## config.mk

```make
export PLATFORM = sky130hd
export DESIGN_NAME = arf_core
export DESIGN_NICKNAME = d
export VERILOG_FILES = /design/src/rtl/arf_pkg.sv /design/src/rtl/arf_sync.sv /design/src/rtl/arf_core.sv
export SDC_FILE = /design/constraint.sdc
export NUM_CORES = 1
export LEC_CHECK = 0
export ABC_AREA = 1
export ABC_CLOCK_PERIOD_IN_PS = 1100
export BUFFER_PORTS_ARGS = -buffer_cell sky130_fd_sc_hd__buf_2
export CAP_MARGIN = 5
export CELL_PAD_IN_SITES_DETAIL_PLACEMENT = 0
export CELL_PAD_IN_SITES_GLOBAL_PLACEMENT = 2
export CORE_ASPECT_RATIO = 0.9
export CORE_MARGIN = 4
export CORE_UTILIZATION = 31
export DETAILED_ROUTE_END_ITERATION = 10
export GPL_ROUTABILITY_DRIVEN = 0
export PLACE_DENSITY = 0.75
export RECOVER_POWER = 100
export SLEW_MARGIN = 20
export SYNTH_ARGS = -nofsm -noshare
export SYNTH_HDL_FRONTEND = slang
export SYNTH_SLANG_ARGS = --single-unit
```

## constraint.sdc

```tcl
create_clock -name clk -period 1.1 [get_ports clk]
set_input_delay 0.165 -clock clk [delete_from_list [all_inputs] [get_ports clk]]
set_output_delay 0.165 -clock clk [all_outputs]
set_load 0.02 [all_outputs]
```

## src/rtl/arf_pkg.sv

```systemverilog
// Package with constants and carrier types for the graphics port request logic.
`default_nettype none
package arf_pkg;

  // ---------------------------------------------------------------------
  // Widths, codes and encodings
  // ---------------------------------------------------------------------
  localparam int unsigned ADDR_W    = 32;
  localparam int unsigned SIDE_W    = 8;
  localparam int unsigned STAT_W    = 3;
  localparam int unsigned QCNT_W    = 5;

  // Status bus code that lets the master start a FRAME# transaction.
  localparam logic [2:0] ST_FRAME_GO = 3'h7;
  // Status bus value while nothing is granted (the bus idles high).
  localparam logic [2:0] ST_IDLE     = 3'h7;
  localparam logic [2:0] ST_RESET    = 3'h7;

  // Enqueue method codes.
  localparam logic [1:0] METH_NONE  = 2'h0;
  localparam logic [1:0] METH_PIPE  = 2'h1;
  localparam logic [1:0] METH_SIDE  = 2'h2;

  // Read-data return state machine, one-hot.
  typedef enum logic [1:0] {
    ARF_RD_IDLE = 2'h1,
    ARF_RD_BUSY = 2'h2
  } arf_rd_state_t;

  // One captured request from the pipe enqueue path.
  typedef struct packed {
    logic              valid;
    logic              from_side;
    logic [ADDR_W-1:0] addr;
  } arf_req_t;

  // Throttle inputs after synchronisation.
  typedef struct packed {
    logic rbf_n;
    logic wbf_n;
  } arf_thr_t;

endpackage : arf_pkg
`default_nettype wire

```

## src/rtl/arf_sync.sv

```systemverilog
// Two-flop synchroniser for a bundle of asynchronous pin inputs.
`timescale 1ns/100ps
`default_nettype none
module arf_sync #(
  parameter int unsigned W    = 1,
  parameter logic [W-1:0] INIT = '0
) (
  input  wire logic         clk,
  input  wire logic         rst_n,
  input  wire logic [W-1:0] d,
  output logic      [W-1:0] q
);

  // ---------------------------------------------------------------------
  // State
  // ---------------------------------------------------------------------
  typedef struct packed {
    logic [W-1:0] s1;
    logic [W-1:0] s2;
  } arf_sync_st_t;

  arf_sync_st_t st_reg;
  arf_sync_st_t st_next;

  // First stage feeds only the second stage.
  always_comb begin
    st_next    = st_reg;
    st_next.s1 = d;
    st_next.s2 = st_reg.s1;
  end

  // Register the state, constants only under reset.
  always_ff @(posedge clk or negedge rst_n) begin
    if (!rst_n) begin
      st_reg <= {INIT, INIT};
    end else begin
      st_reg <= st_next;
    end
  end

  assign q = st_reg.s2;

endmodule : arf_sync
`default_nettype wire

```

## src/rtl/arf_core.sv

```systemverilog
// Target-side request enqueue, flow control and status bus of the port.
`timescale 1ns/100ps
`default_nettype none
module arf_core (
  input  wire logic                       clk,
  input  wire logic                       rst_n,
  // Configuration: method choice and its one-shot load strobe.
  input  wire logic [1:0]                 cfg_method,
  input  wire logic                       cfg_load,
  input  wire logic                       frame_mode,
  // Pins from the graphics master.
  input  wire logic                       pipe_n,
  input  wire logic [arf_pkg::ADDR_W-1:0] ad_in,
  input  wire logic [arf_pkg::SIDE_W-1:0] sba_in,
  input  wire logic                       rbf_n,
  input  wire logic                       wbf_n,
  input  wire logic                       rbf_present,
  input  wire logic                       wbf_present,
  // Arbiter side.
  input  wire logic                       gnt_n,
  input  wire logic [arf_pkg::STAT_W-1:0] arb_status,
  input  wire logic                       frame_grant,
  // Read-data return engine.
  input  wire logic                       rd_lp_pending,
  input  wire logic                       rd_last,
  output logic                            rd_start,
  output logic                            rd_active,
  // Fast write data engine.
  input  wire logic                       fw_pending,
  output logic                            fw_go,
  // Request queue write port.
  output arf_pkg::arf_req_t               req_out,
  output logic [arf_pkg::SIDE_W-1:0]      side_byte,
  output logic                            side_valid,
  output logic [1:0]                      method,
  // Status pins to the master.
  output logic [arf_pkg::STAT_W-1:0]      st_out,
  output logic                            st_oe
);

  // ---------------------------------------------------------------------
  // Pin synchronisers
  // ---------------------------------------------------------------------
  localparam int unsigned SW = 3 + arf_pkg::ADDR_W + arf_pkg::SIDE_W;

  logic [SW-1:0] pin_raw;
  logic [SW-1:0] pin_syn;

  // Pins cross into the clock domain through two flops each.
  assign pin_raw = {pipe_n, rbf_n, wbf_n, ad_in, sba_in};

  arf_sync #(
    .W    (SW),
    .INIT ({3'h7, {(arf_pkg::ADDR_W + arf_pkg::SIDE_W){1'b0}}})
  ) u_sync (
    .clk   (clk),
    .rst_n (rst_n),
    .d     (pin_raw),
    .q     (pin_syn)
  );

  logic                       pipe_s_n;
  arf_pkg::arf_thr_t          thr_s;
  logic [arf_pkg::ADDR_W-1:0] ad_s;
  logic [arf_pkg::SIDE_W-1:0] sba_s;

  // Unpack the synchronised pins.
  assign pipe_s_n    = pin_syn[SW-1];
  assign thr_s.rbf_n = pin_syn[SW-2];
  assign thr_s.wbf_n = pin_syn[SW-3];
  assign ad_s        = pin_syn[arf_pkg::ADDR_W+arf_pkg::SIDE_W-1 -:
                               arf_pkg::ADDR_W];
  assign sba_s       = pin_syn[arf_pkg::SIDE_W-1:0];

  // ---------------------------------------------------------------------
  // Helper function
  // ---------------------------------------------------------------------
  // A throttle counts only when the master implements it.
  function automatic logic thr_full(input logic pin_n, input logic present);
    thr_full = present & ~pin_n;
  endfunction : thr_full

  // ---------------------------------------------------------------------
  // State
  // ---------------------------------------------------------------------
  typedef struct packed {
    logic [1:0]                 method;
    logic                       locked;
    arf_pkg::arf_rd_state_t     rd_state;
    logic                       rd_start;
    arf_pkg::arf_req_t          req;
    logic [arf_pkg::SIDE_W-1:0] side_byte;
    logic                       side_valid;
    logic                       fw_go;
    logic [arf_pkg::STAT_W-1:0] st;
    logic                       st_oe;
  } arf_core_st_t;

  arf_core_st_t st_reg;
  arf_core_st_t st_next;

  logic pipe_use;
  logic side_use;
  logic rbf_full;
  logic wbf_full;

  // Path enables follow the locked method and the FRAME mode.
  assign pipe_use = st_reg.locked && (st_reg.method == arf_pkg::METH_PIPE)
                    && !frame_mode;
  assign side_use = st_reg.locked && (st_reg.method == arf_pkg::METH_SIDE)
                    && !frame_mode;
  assign rbf_full = thr_full(thr_s.rbf_n, rbf_present);
  assign wbf_full = thr_full(thr_s.wbf_n, wbf_present);

  // Next-state logic for every register of the block.
  always_comb begin
    st_next            = st_reg;
    st_next.rd_start   = 1'b0;
    st_next.req.valid  = 1'b0;
    st_next.side_valid = 1'b0;

    // The method is loaded once and then held until reset.
    if (cfg_load && !st_reg.locked) begin
      st_next.method = cfg_method;
      st_next.locked = 1'b1;
    end

    // One full-width address per edge while pipe is asserted.
    if (pipe_use && !pipe_s_n) begin
      st_next.req.valid     = 1'b1;
      st_next.req.from_side = 1'b0;
      st_next.req.addr      = ad_s;
    end

    // Sideband bytes flow on their own path, one per edge while selected.
    if (side_use) begin
      st_next.side_valid = 1'b1;
      st_next.side_byte  = sba_s;
    end

    // Read-full is looked at only when a new return would start.
    case (st_reg.rd_state)
      arf_pkg::ARF_RD_IDLE: begin
        if (!frame_mode && rd_lp_pending && !rbf_full) begin
          st_next.rd_start = 1'b1;
          st_next.rd_state = arf_pkg::ARF_RD_BUSY;
        end
      end
      arf_pkg::ARF_RD_BUSY: begin
        // An ongoing return finishes regardless of read-full.
        if (rd_last) begin
          st_next.rd_state = arf_pkg::ARF_RD_IDLE;
        end
      end
      default: begin
        st_next.rd_state = arf_pkg::ARF_RD_IDLE;
      end
    endcase

    // Fast write data only while write-full is clear.
    st_next.fw_go = fw_pending && !wbf_full && !frame_mode;

    // Status bus: arbiter code under grant, FRAME code in FRAME mode.
    st_next.st_oe = 1'b1;
    if (frame_mode) begin
      st_next.st = frame_grant ? arf_pkg::ST_FRAME_GO
                               : arf_pkg::ST_IDLE;
    end else if (!gnt_n) begin
      st_next.st = arb_status;
    end else begin
      st_next.st = arf_pkg::ST_IDLE;
    end
  end

  // Register the whole state; reset loads constants only.
  always_ff @(posedge clk or negedge rst_n) begin
    if (!rst_n) begin
      st_reg            <= '0;
      st_reg.method     <= arf_pkg::METH_NONE;
      st_reg.rd_state   <= arf_pkg::ARF_RD_IDLE;
      st_reg.st         <= arf_pkg::ST_RESET;
    end else begin
      st_reg <= st_next;
    end
  end

  // Outputs all come from the state register.
  assign req_out    = st_reg.req;
  assign side_byte  = st_reg.side_byte;
  assign side_valid = st_reg.side_valid;
  assign method     = st_reg.method;
  assign rd_start   = st_reg.rd_start;
  assign rd_active  = (st_reg.rd_state == arf_pkg::ARF_RD_BUSY);
  assign fw_go      = st_reg.fw_go;
  assign st_out     = st_reg.st;
  assign st_oe      = st_reg.st_oe;

  // ---------------------------------------------------------------------
  // Assertions
  // ---------------------------------------------------------------------
  chk_pipe_capture: assert property (@(posedge clk) disable iff (!rst_n)
    (pipe_use && !pipe_s_n) |=> (req_out.valid && req_out.addr == $past(ad_s)))
    else $error("Pipe address not captured.");

  chk_pipe_ignored: assert property (@(posedge clk) disable iff (!rst_n)
    !pipe_use |=> !req_out.valid)
    else $error("Pipe address taken while path disabled.");

  chk_side_ignored: assert property (@(posedge clk) disable iff (!rst_n)
    !side_use |=> !side_valid)
    else $error("Sideband byte taken while path disabled.");

  chk_side_capture: assert property (@(posedge clk) disable iff (!rst_n)
    side_use |=> (side_valid && side_byte == $past(sba_s)))
    else $error("Sideband byte not captured.");

  chk_rbf_start: assert property (@(posedge clk) disable iff (!rst_n)
    rd_start |-> ($past(!rbf_full) && $past(!rd_active)))
    else $error("Read return started under read-full.");

  chk_rbf_finish: assert property (@(posedge clk) disable iff (!rst_n)
    (rd_active && !rd_last) |=> rd_active)
    else $error("Read return cut short.");

  chk_wbf_block: assert property (@(posedge clk) disable iff (!rst_n)
    wbf_full |=> !fw_go)
    else $error("Fast write driven under write-full.");

  chk_method_held: assert property (@(posedge clk) disable iff (!rst_n)
    st_reg.locked |=> (method == $past(method)))
    else $error("Enqueue method changed after lock.");

  chk_frame_code: assert property (@(posedge clk) disable iff (!rst_n)
    (frame_mode && frame_grant) |=> (st_out == arf_pkg::ST_FRAME_GO))
    else $error("FRAME start code not driven.");

  chk_status_gnt: assert property (@(posedge clk) disable iff (!rst_n)
    (!frame_mode && !gnt_n) |=> (st_out == $past(arb_status)))
    else $error("Arbiter status not forwarded.");

  // Path enables also follow the locked method and the FRAME mode level.
  chk_pipe_frame: assert property (@(posedge clk) disable iff (!rst_n)
    frame_mode |=> !req_out.valid)
    else $error("Pipe address taken in FRAME mode.");

  chk_pipe_method: assert property (@(posedge clk) disable iff (!rst_n)
    (method != arf_pkg::METH_PIPE) |=> !req_out.valid)
    else $error("Pipe address taken under another method.");

  chk_side_frame: assert property (@(posedge clk) disable iff (!rst_n)
    frame_mode |=> !side_valid)
    else $error("Sideband byte taken in FRAME mode.");

  chk_side_method: assert property (@(posedge clk) disable iff (!rst_n)
    (method != arf_pkg::METH_SIDE) |=> !side_valid)
    else $error("Sideband byte taken under another method.");

  // A return pulse opens a busy span that only the last beat closes.
  chk_rd_pulse: assert property (@(posedge clk) disable iff (!rst_n)
    rd_start |-> rd_active)
    else $error("Read start without an active return.");

  chk_rd_no_restart: assert property (@(posedge clk) disable iff (!rst_n)
    rd_active |=> !rd_start)
    else $error("Second read return started while busy.");

  chk_rd_end: assert property (@(posedge clk) disable iff (!rst_n)
    (rd_active && rd_last) |=> !rd_active)
    else $error("Read return did not end after last beat.");

  chk_rd_absent: assert property (@(posedge clk) disable iff (!rst_n)
    (!rbf_present && rd_lp_pending && !rd_active && !frame_mode) |=> rd_start)
    else $error("Read return stalled by an absent throttle.");

  // Fast write data follows the throttle and the FRAME mode level.
  chk_fw_frame: assert property (@(posedge clk) disable iff (!rst_n)
    frame_mode |=> !fw_go)
    else $error("Fast write driven in FRAME mode.");

  chk_fw_free: assert property (@(posedge clk) disable iff (!rst_n)
    (fw_pending && !wbf_present && !frame_mode) |=> fw_go)
    else $error("Fast write stalled by an absent throttle.");

  // The status bus idles high and is driven from the first edge on.
  chk_status_idle: assert property (@(posedge clk) disable iff (!rst_n)
    (!frame_mode && gnt_n) |=> (st_out == arf_pkg::ST_IDLE))
    else $error("Status bus not idle without grant.");

  chk_status_drive: assert property (@(posedge clk) disable iff (!rst_n)
    1'b1 |=> st_oe)
    else $error("Status bus not driven.");

  chk_method_load: assert property (@(posedge clk) disable iff (!rst_n)
    (cfg_load && !st_reg.locked) |=> (method == $past(cfg_method)))
    else $error("Enqueue method not loaded.");

endmodule : arf_core
`default_nettype wire

```

# Word level (Yosys, flattened, before mapping)
# Cells that the tools add are included.
# Widths: inputs -> output; s select.
dict set report totals {
  regBits 139
  word_cells 47
  input_bits 59
}
dict set report classes {
  n_reduce_logical 16
  mux 8
  eq_ne 6
  bitwise 4
}
# operator count
set op_table {}
lappend op_table {{$mux 34} 1}
lappend op_table {{$logic_and 1x1->1} 10}
lappend op_table {{$mux 3} 3}
lappend op_table {{$logic_not 1->1} 5}
lappend op_table {{$eq 2x1->1 const B} 2}
lappend op_table {{$eq 2x2->1 const B} 2}
lappend op_table {{$ne 2x2->1 const B} 2}
lappend op_table {{$pmux 2 s2} 1}
lappend op_table {{$and 1x1->1} 2}
lappend op_table {{$mux 1} 2}
lappend op_table {{$mux 2} 1}
lappend op_table {{$not 1->1} 2}
lappend op_table {{$reduce_and 2->1} 1}

# Longest topological paths before layout
# Gate-level depths: netlist of the first run.
dict set report depth {
  ltp_word 6
  ltp_mapped 6
}

# By module
# A second synthesis of the first run with hierarchy kept.
dict set report unflattened {
  cells_unflattened 360
  area_unflattened_um2 4626.9
}
# module instances area_each_um2 seq_area_each_um2 cells_each
set modules_own_cells {}
lappend modules_own_cells {arf_core 1 2467.4 1331.3 274}
lappend modules_own_cells {arf_sync 1 2159.6 2159.6 86}

# Worst setup path after synthesis of the first run
# Ideal clock, no wire load.
dict set report synth_path {
  kind {register -> register}
  from {register method[1] (netlist name)}
  to {register st_reg, in the netlist req_out[10]}
  path_slack_ns 0.054
  period_less_slack_ns 1.046
  path_stages_with_launch 7
  arrival_time_ns 0.981
  cell_sequence {dfrtp_1 inv_2 nand2_1 nor2_2 buf_6 nand3_1 nand2_1}
}
dict set report synth_via {
  elab_chain_cells 4
}
# item line_no
set synth_lines {}
lappend synth_lines {{$eq 2x1->1} arf_core.sv:108} ;# assign pipe_use = st_reg.locked && (st_reg.method == arf_pkg::METH_PIPE)
lappend synth_lines {{$logic_and 1x1->1} arf_core.sv:108}
lappend synth_lines {{$logic_and 1x1->1} arf_core.sv:109} ;# && !frame_mode;
lappend synth_lines {{$logic_and 1x1->1} arf_core.sv:129} ;# if (pipe_use && !pipe_s_n) begin
lappend synth_lines {{end signal, assigned} arf_core.sv:183} ;# st_reg <= st_next;
lappend synth_lines {{end, declared} arf_core.sv:99} ;# arf_core_st_t st_reg;
# No other way between the ends.
# A chain may end at the register's enable or synchronous reset.

# Worst setup path in the final report of the first run
dict set report layout_path {
  from {register st_reg[49] (netlist name)}
  to {output rd_active}
}
dict set report layout_via {
  elab_chain_cells 1
}
# item line_no
set layout_lines {}
lappend layout_lines {{$eq 2x2->1} arf_core.sv:193} ;# assign rd_active = (st_reg.rd_state == arf_pkg::ARF_RD_BUSY);
lappend layout_lines {{end, declared} arf_core.sv:27} ;# output logic rd_active,
# No other way between the ends.

==> results.json, run 1 <==
{
  "avgViaCountPerCell": 3.97,
  "tns_ns": -7.56,
  "netlist_instances": 360,
  "clk_latency_ns": 0.41,
  "cts_root_buf": "clkbuf_16",
  "drt-total-wl_um": 9920,
  "cp-end-kind": "primary output",
  "core_area_um2": 14700,
  "fin_crit_ns": 1.36,
  "final_nets": 613,
  "dieHeight_um": 124,
  "violations": "setup timing",
  "numCtsBuffers": 17,
  "globalRouteOverflowTotal": 0,
  "rows": 42,
  "pin_count": 111,
  "fin_util_pct": 50.1,
  "grt_max_degree": 36,
  "die_area_um2": 16900,
  "synth.avg_cell_area_um2": 12.9,
  "power_uw": 11600,
  "nFillCells": 1295,
  "outcome": "complete, but fails checks",
  "worstHoldPathCells": 3,
  "hold_slack_ns": 0.0130,
  "ant_nets": 0,
  "wire_per_inst_um": 13.0,
  "relSlewSlack_pct": 65.7,
  "synth-seq-cells": 139,
  "rr_endpoint": "req_out[3]",
  "dp_hpwl_um": 5900,
  "grt_pass1_vias": 3181,
  "hold_path.class": "input port to register",
  "reg2reg_slack_ns": -0.20,
  "drcViolationCount": 0,
  "drive_above_1_share_pct": 49.3,
  "rsz0062_at_grt": "true",
  "initial_core_util_pct": 31.6,
  "hp-start": "cfg_method[1]",
  "r2r-start": "method[0]",
  "io_buffers": 108,
  "drtPass1Iterations": 4,
  "critPathMaxFanout": 3,
  "vias": 3033,
  "postLayoutSetupSlackWorst_ns": -0.259,
  "ys_warn_count": 0,
  "clkSinkCount": 139,
  "finalSetupViolCount": 74,
  "finalHoldViolations": 0,
  "slew_viol_final": 0,
  "cp.required_ns": 0.94,
  "min_period_over_period_pct": 124,
  "insertedDiodeCount": 0,
  "dieWidth_um": 137,
  "finalInstanceArea_um2": 7340,
  "maxCapViolCount": 0,
  "reg2reg_depth": 7,
  "postPlaceCellArea_um2": 5210,
  "arrival_ns": 1.19,
  "grt_pass1_wl_um": 15600,
  "antenna_found_initial": 0,
  "synth_fp_nets": 419,
  "seq_area_frac_synth_pct": 75.4,
  "clk_path_buf_depth": 2,
  "drt_iter0_drc": 75,
  "syn_area_um2": 4630,
  "syn_to_final_growth_pct": 58.6,
  "cts_tree": "built",
  "synthDistinctLibCells": 18,
  "p_per_area_nw_per_um2": 1590,
  "min_to": "method[1]",
  "p_leak_uw": 0.00369,
  "grtUsageTotal_pct": 12.4,
  "clock_skew_ns": 0.00910,
  "cts_max_level": 4,
  "clk_pin_slew_ns": 0.05,
  "fmax_ghz": 0.736,
  "worstMarginPinSlew_ns": 0.515,
  "path_class": "register to primary output",
  "cp-start-kind": "register",
  "ir_drop_mv": 1.21
}
timing repair:
item	CTS	global route
hold buffers	53	1
endpoints found under the hold margin	187	2
cloned	2	4
pin swaps	5	9
buffers inserted	31	17
endpoints found under the setup margin	86	97
gates resized for setup	133	58
synthesized netlist by cell type:
master	n	area, um^2
inv_2	3	11.3
nor2_2	1	6.26
nor2_4	1	11.3
a21oi_1	3	15.0
dfstp_2	10	263
o21bai_1	1	7.51
conb_1	2	7.51
nand3_4	1	17.5
nor2_1	8	30.0
nand3_1	33	165
nand2_1	99	372
buf_6	6	67.6
o21ai_0	1	5.00
buf_4	47	353
buf_2	3	15.0
nand2_4	1	11.3
inv_1	11	41.3
dfrtp_1	129	3230
logic make-up (layout without fill, tap and decap cells):
group / Yosys count / in the layout / synth area share [%]
AND/OR/NAND/NOR: 144 / 145 / 13.3
flip-flops: 139 / 139 / 75.4
buffers and inverters: 70 / 275 / 10.5
AO/OA/AOI/OAI: 5 / 5 / 0.595
other: 2 / 2 / 0.162
cell usage in the layout (no fill, tap or decap), drive strengths merged:
cell type    instances
nor2                10
o21ai                1
conb                 2
dfstp               10
bufinv               3
dfrtp              129
a21oi                3
buf                165
nand3               34
dlygate4sd3         52
o21bai               1
nand2              101
clkinvlp             1
clkinv               8
inv                 15
clkbuf              31
worst max path at each step:
| stage | from | endpoint | cells past startpoint |
|---|---|---|---|
| 6_report | st_reg[49] | rd_active | 4 |
| 4_1_cts | st_reg[49] | rd_active | 4 |
| 2_1_floorplan | method[1] | req_out[10] | 6 |
| 5_1_grt | st_reg[49] | rd_active | 4 |
| 3_5_place_dp | st_reg[51] | req_out[6] | 6 |
| 3_3_place_gp | method[0] | req_out[12] | 6 |
through the flow:
| stage | worst slack [ns] | std cells |
|---|---|---|
| finish | -0.259 | 764 |
| global route | -0.316 | 764 |
| CTS | -0.279 | 745 |
| detailed placement | -0.0643 | 628 |
| global placement | -0.0236 | 628 |
| floorplan | 0.0545 | 360 |
cell type report:
class,instances,area [um^2],share of cell area [%]
Sequential cell,139,3490,47.6
Timing Repair Buffer,229,2060,28.1
Multi-Input combinational cell,152,881,12.0
Clock buffer,19,443,6.04
Tap cell,198,248,3.38
Clock inverter,12,149,2.03
Inverter,14,62.6,0.853
Timing Repair inverter,1,3.75,0.0512
worst max-delay path, cell delays in order, from the launching register on:
cell and delay [ns]:
dfstp_2 0.52, inv_2 0.04, nand2_2 0.07, inv_2 0.04
buf_6 0.12
layer usage:
metal	up-vias	track usage, %	share of wire [%]
met5	-	0	0
met4	0	5.99	1.5
met3	9	5.94	7.7
met2	80	20.3	52
met1	1482	13.5	39
li1	1462	-	-
report_power, final:
| part | leakage [uW] | total, uW | switching [uW] | internal (uW) |
|---|---|---|---|---|
| clock network | 0.000292 | 5630 | 2040 | 3600 |
| registers | 0.00170 | 5400 | 62.9 | 5340 |
| logic | 0.00169 | 610 | 286 | 324 |
| total | 0.00369 | 11600 | 2380 | 9250 |
Note: power is estimated with default switching activity, not from simulation.
==> run 2, diff against run 1 <==
--- a/config.mk
+++ b/config.mk
@@ -16,6 +16,7 @@
 export CORE_UTILIZATION = 31
 export DETAILED_ROUTE_END_ITERATION = 10
 export GPL_ROUTABILITY_DRIVEN = 0
+export GPL_TIMING_DRIVEN = 0
 export PLACE_DENSITY = 0.75
 export RECOVER_POWER = 100
 export SLEW_MARGIN = 20
==> run 2 against run 1 <==
Against the previous run:
- the flow still finishes with violations (setup timing)
- non-clock buffer count rose by 8
- critical path type unchanged
- flip-flop and latch count did not move
- fmax rose by 0.22%
==> results.json, run 2 (synthesized netlist as in run 1, its figures left out) <==
{
  "rows": 42,
  "p_leak_uw": 0.00379,
  "dieWidth_um": 137,
  "finalHoldViolations": 0,
  "maxCapViolCount": 0,
  "cp.required_ns": 0.94,
  "dieHeight_um": 124,
  "avgViaCountPerCell": 3.97,
  "arrival_ns": 1.19,
  "vias": 3071,
  "hold_slack_ns": 0.0316,
  "slew_viol_final": 0,
  "startpoint": "st_reg[49]",
  "final_nets": 621,
  "min_to": "method[1]",
  "io_buffers": 108,
  "fin_crit_ns": 1.36,
  "cts_max_level": 4,
  "p_per_area_nw_per_um2": 1640,
  "grt_pass1_wl_um": 15700,
  "drtPass1Iterations": 4,
  "hp-start": "cfg_method[1]",
  "die_area_um2": 16900,
  "tns_ns": -4.81,
  "hold_path.class": "input port to register",
  "drt-total-wl_um": 10000,
  "r2r-start": "method[0]",
  "layout_common_cells": "128 x dfrtp_1, 76 x buf_6, 57 x nand2_1",
  "globalRouteOverflowTotal": 0,
  "finalInstanceArea_um2": 7640,
  "pre_cts_slack_ns": -0.145,
  "worstMarginPinSlew_ns": 0.644,
  "clkSinkCount": 139,
  "reg2reg_slack_ns": -0.12,
  "drcViolationCount": 0,
  "antenna_found_initial": 0,
  "numCtsBuffers": 17,
  "postLayoutSetupSlackWorst_ns": -0.256,
  "critPathMaxFanout": 3,
  "violations": "setup timing",
  "final_common_cell": "dfrtp_1",
  "cp-start-kind": "register",
  "syn_to_final_growth_pct": 65.1,
  "slowest_stage": "dfstp_2",
  "worstHoldPathCells": 3,
  "clk_latency_ns": 0.41,
  "reg2reg_depth": 7,
  "grtUsageTotal_pct": 12.5,
  "rr_endpoint": "req_out[7]",
  "postPlaceCellArea_um2": 5450,
  "fmax_ghz": 0.737,
  "grt_max_degree": 99,
  "pin_count": 111,
  "cpMostUsedCell": "inv_2",
  "cts_tree": "built",
  "ant_nets": 0,
  "clock_skew_ns": 0.00634,
  "crit_path_cell_trace": "inv_2, nand2_2, inv_2, buf_6",
  "clk_pin_slew_ns": 0.06,
  "relSlewSlack_pct": 57.1,
  "cp_slowest_stage_delay_ns": 0.52,
  "drt_iter0_drc": 119,
  "insertedDiodeCount": 0,
  "rsz0062_at_grt": "true",
  "initial_core_util_pct": 31.6,
  "min_period_over_period_pct": 123,
  "cts_root_buf": "clkbuf_16",
  "dp_hpwl_um": 5570,
  "ir_drop_mv": 1.18,
  "clk_path_buf_depth": 2,
  "outcome": "complete, but fails checks",
  "nFillCells": 1285,
  "grt_pass1_vias": 3200,
  "cp-end-kind": "primary output",
  "drive_above_1_share_pct": 52.3,
  "finalSetupViolCount": 74,
  "wire_per_inst_um": 12.9,
  "core_area_um2": 14700,
  "path_class": "register to primary output"
}
## run 2: changes by cell type in the layout (fill, tap and decap cells not counted), sizes merged
cell      change
clkbuf        -4
clkinv        -4
bufinv        +3
inv           -1
buf          +14
clkinvlp      +1
## run 2: what timing repair did
action | 4_1_cts | 5_1_grt
hold buffers | 54 | 1
gates cloned | 5 | 3
endpoints found under the setup margin | 92 | 163
setup buffers | 36 | 10
pin swaps | 20 | 18
hold endpoints to repair | 90 | 1
gates resized for setup | 189 | 47
## run 2: report_power, final
group	leakage (uW)	total, uW	internal, uW	switching [uW]
clock	0.000329	6490	4430	2060
sequential	0.00170	5410	5340	70.8
combinational	0.00176	602	310	292
## run 2: layout make-up
type / instances / area (um^2) / area share [%]
Buffer: 28 / 327 / 4.28
Clock buffer: 21 / 470 / 6.16
Clock inverter: 11 / 214 / 2.80
Inverter: 14 / 65.1 / 0.852
Multi-Input combinational cell: 152 / 943 / 12.4
Sequential cell: 139 / 3490 / 45.7
Tap cell: 198 / 248 / 3.24
Timing Repair Buffer: 209 / 1870 / 24.4
Timing Repair inverter: 1 / 11.3 / 0.147
## run 2: how the worst max path moves through the flow
stage               cells after the start  slack [ns]            to
finish                                  4       -0.26     rd_active
global route                            4       -0.31     rd_active
CTS                                     4       -0.28     rd_active
detailed placement                      6       -0.14   req_out[22]
global placement                        1       -2.03  u_sync.q[10]
floorplan                               6        0.05   req_out[10]
## run 2: stage by stage
| stage | instances | util, % | power [uW] |
|---|---|---|---|
| 2_1_floorplan | 360 | - | 5590 |
| 3_3_place_gp | 666 | 36.9 | 5840 |
| 3_5_place_dp | 667 | 37.2 | 5870 |
| 4_1_cts | 768 | 51.0 | 12700 |
| 5_1_grt | 773 | 52.1 | 13000 |
| 6_report | 773 | 52.1 | 12500 |
## run 2: worst max-delay path: cells and delay by family, from the launching register on
kind,cells,cell delay (ns)
DFF,1,0.52
buffers and inverters,3,0.20
and+or+nand+nor,1,0.07
## run 2: layer usage
layer / track usage, % / vias to the layer above / part of all wire [%]
li1: - / 1475 / -
met1: 14.9 / 1495 / 42
met2: 20.2 / 87 / 49
met3: 4.56 / 14 / 6.7
met4: 6.23 / 0 / 1.7
met5: 0 / - / 0
==> run 3, diff against run 2 <==
--- a/config.mk
+++ b/config.mk
@@ -7,7 +7,7 @@
 export LEC_CHECK = 0
 export ABC_AREA = 1
 export ABC_CLOCK_PERIOD_IN_PS = 1100
-export BUFFER_PORTS_ARGS = -buffer_cell sky130_fd_sc_hd__buf_2
+export BUFFER_PORTS_ARGS = -buffer_cell sky130_fd_sc_hd__clkbuf_2
 export CAP_MARGIN = 5
 export CELL_PAD_IN_SITES_DETAIL_PLACEMENT = 0
 export CELL_PAD_IN_SITES_GLOBAL_PLACEMENT = 2
==> run 3 against run 2 <==
Against the previous run:
- highest routed layer unchanged
- clock-buffer cell count up 3
- via count down 0.68%
- combinational power grew 1%
- sequential share of layout area up 0.31 points
- register-to-register slack got worse by 0.05 ns
- final cell count is 0.39% lower
- sequential power hardly changed
- routed wire length is 2.1% lower
- flip-flop and latch count did not move
- largest power group unchanged
- clock power shrank 14%
- clock skew down 0.0015 ns
- the run ends with hold timing, setup timing left
==> results.json, run 3 (synthesized netlist as in run 1, its figures left out) <==
{
  "tns_ns": -7.64,
  "ant_nets": 0,
  "cts_root_buf": "clkbuf_16",
  "nFillCells": 1280,
  "dieHeight_um": 124,
  "cts_max_level": 4,
  "antenna_found_initial": 0,
  "worstMarginPinSlew_ns": 0.845,
  "cp-start-kind": "register",
  "violations": "hold timing, setup timing",
  "numCtsBuffers": 17,
  "rows": 42,
  "arrival_ns": 1.20,
  "insertedDiodeCount": 0,
  "hp-start": "gnt_n",
  "maxCapViolCount": 0,
  "syn_to_final_growth_pct": 64.0,
  "pin_count": 111,
  "outcome": "complete, but fails checks",
  "final_nets": 619,
  "relSlewSlack_pct": 43.6,
  "ir_drop_mv": 1.07,
  "grt_max_degree": 84,
  "io_buffers": 108,
  "path_class": "register to primary output",
  "dieWidth_um": 137,
  "cts_tree": "built",
  "globalRouteOverflowTotal": 0,
  "slew_viol_final": 0,
  "hold_slack_ns": -0.0253,
  "drt-total-wl_um": 9780,
  "drt_iter0_drc": 103,
  "rsz0062_at_grt": "true",
  "fin_crit_ns": 1.36,
  "vias": 3050,
  "p_leak_uw": 0.00379,
  "drcViolationCount": 0,
  "fin_util_pct": 51.7,
  "clk_path_buf_depth": 2,
  "critPathMaxFanout": 3,
  "min_period_over_period_pct": 124,
  "cp.required_ns": 0.94,
  "core_area_um2": 14700,
  "finalSetupViolCount": 111,
  "clkSinkCount": 139,
  "grtUsageTotal_pct": 12.1,
  "finalHoldViolations": 3,
  "avgViaCountPerCell": 3.96,
  "layout_common_cells": "128 x dfrtp_1, 55 x nand2_1, 52 x dlygate4sd3_1, 52 x clkbuf_2, 44 x buf_4",
  "postLayoutSetupSlackWorst_ns": -0.261,
  "clk_pin_slew_ns": 0.05,
  "cp-end-kind": "primary output",
  "initial_core_util_pct": 31.6,
  "grt_pass1_vias": 3132,
  "r2r-start": "st_reg[51]",
  "drive_above_1_share_pct": 49.5,
  "hold_path.class": "input port to register",
  "clock_skew_ns": 0.00488,
  "startpoint": "st_reg[49]",
  "final_common_cell": "dfrtp_1",
  "fmax_ghz": 0.735,
  "reg2reg_slack_ns": -0.17,
  "die_area_um2": 16900,
  "wire_per_inst_um": 12.7,
  "grt_pass1_wl_um": 15300,
  "dp_hpwl_um": 5510,
  "clk_latency_ns": 0.41,
  "drtPass1Iterations": 4,
  "p_per_area_nw_per_um2": 1530
}
[run 3: cell types whose count changed in the layout (fill, tap and decap cells not counted), moves of 4 or more]
cell	before	now
buf_2	53	0
buf_4	38	44
buf_6	76	21
buf_8	8	22
bufinv_16	6	2
clkbuf_2	0	52
clkbuf_8	3	36
nand2_2	33	37
nand3_1	12	27
nand3_2	21	6
[run 3: path summary, 6_finish.rpt]
path,end,cells after the start
worst max-delay path,rd_active,4
max in group asynchronous,u_sync.q[37],3
worst max register to register,req_out[10],7
worst min register to register,u_sync.q[33],0
min in group asynchronous,st_oe,2
worst min-delay path,st_out[0],3
[run 3: final cells by class]
cell class	instances	area [um^2]	share of cell area [%]
plain buffers	14	169	2.23
repair buffers	221	2150	28.3
clock inverters	7	87.6	1.15
well taps	198	248	3.27
repair inverters	1	11.3	0.148
clock buffers	24	502	6.61
inverters	14	65.1	0.858
multi-input cells	152	863	11.4
flip-flops and latches	139	3490	46.0
[run 3: per-layer routing]
metal | track usage [%] | share of wire [%] | vias up
met4 | 5.24 | 1.3 | 0
met1 | 14.5 | 42 | 1485
li1 | - | - | 1473
met2 | 19.0 | 49 | 81
met5 | 0 | 0 | -
met3 | 5.33 | 7.2 | 11
[run 3: power breakdown]
group | switching, uW | internal [uW] | total, uW
clock network | 1970 | 3610 | 5580
registers | 66.3 | 5340 | 5400
logic | 292 | 319 | 611
total | 2330 | 9270 | 11600
[run 3: worst max-delay path: stages (launching register included)]
cell and delay [ns]:
dfstp_2 0.52, inv_2 0.04, nand2_2 0.07, inv_2 0.04, buf_8 0.12
[run 3: metrics by stage]
step           power, uW  setup slack (ns)  instances  cell area, um^2
2_1_floorplan       5590            0.0545        360             4630
3_3_place_gp        5840             -2.37        666             5420
3_5_place_dp        5870            -0.165        667             5450
4_1_cts            11700            -0.297        761             7290
5_1_grt            12100            -0.325        770             7590
6_report           11600            -0.261        770             7590
[run 3: repair_timing]
action | 4_1_cts | 5_1_grt
endpoints found under the setup margin | 92 | 178
endpoints found under the hold margin | 97 | 0
hold buffers | 55 | 0
cloned | 4 | 5
buffers inserted | 39 | 16
pin swaps | 5 | 14
gates resized for setup | 147 | 88
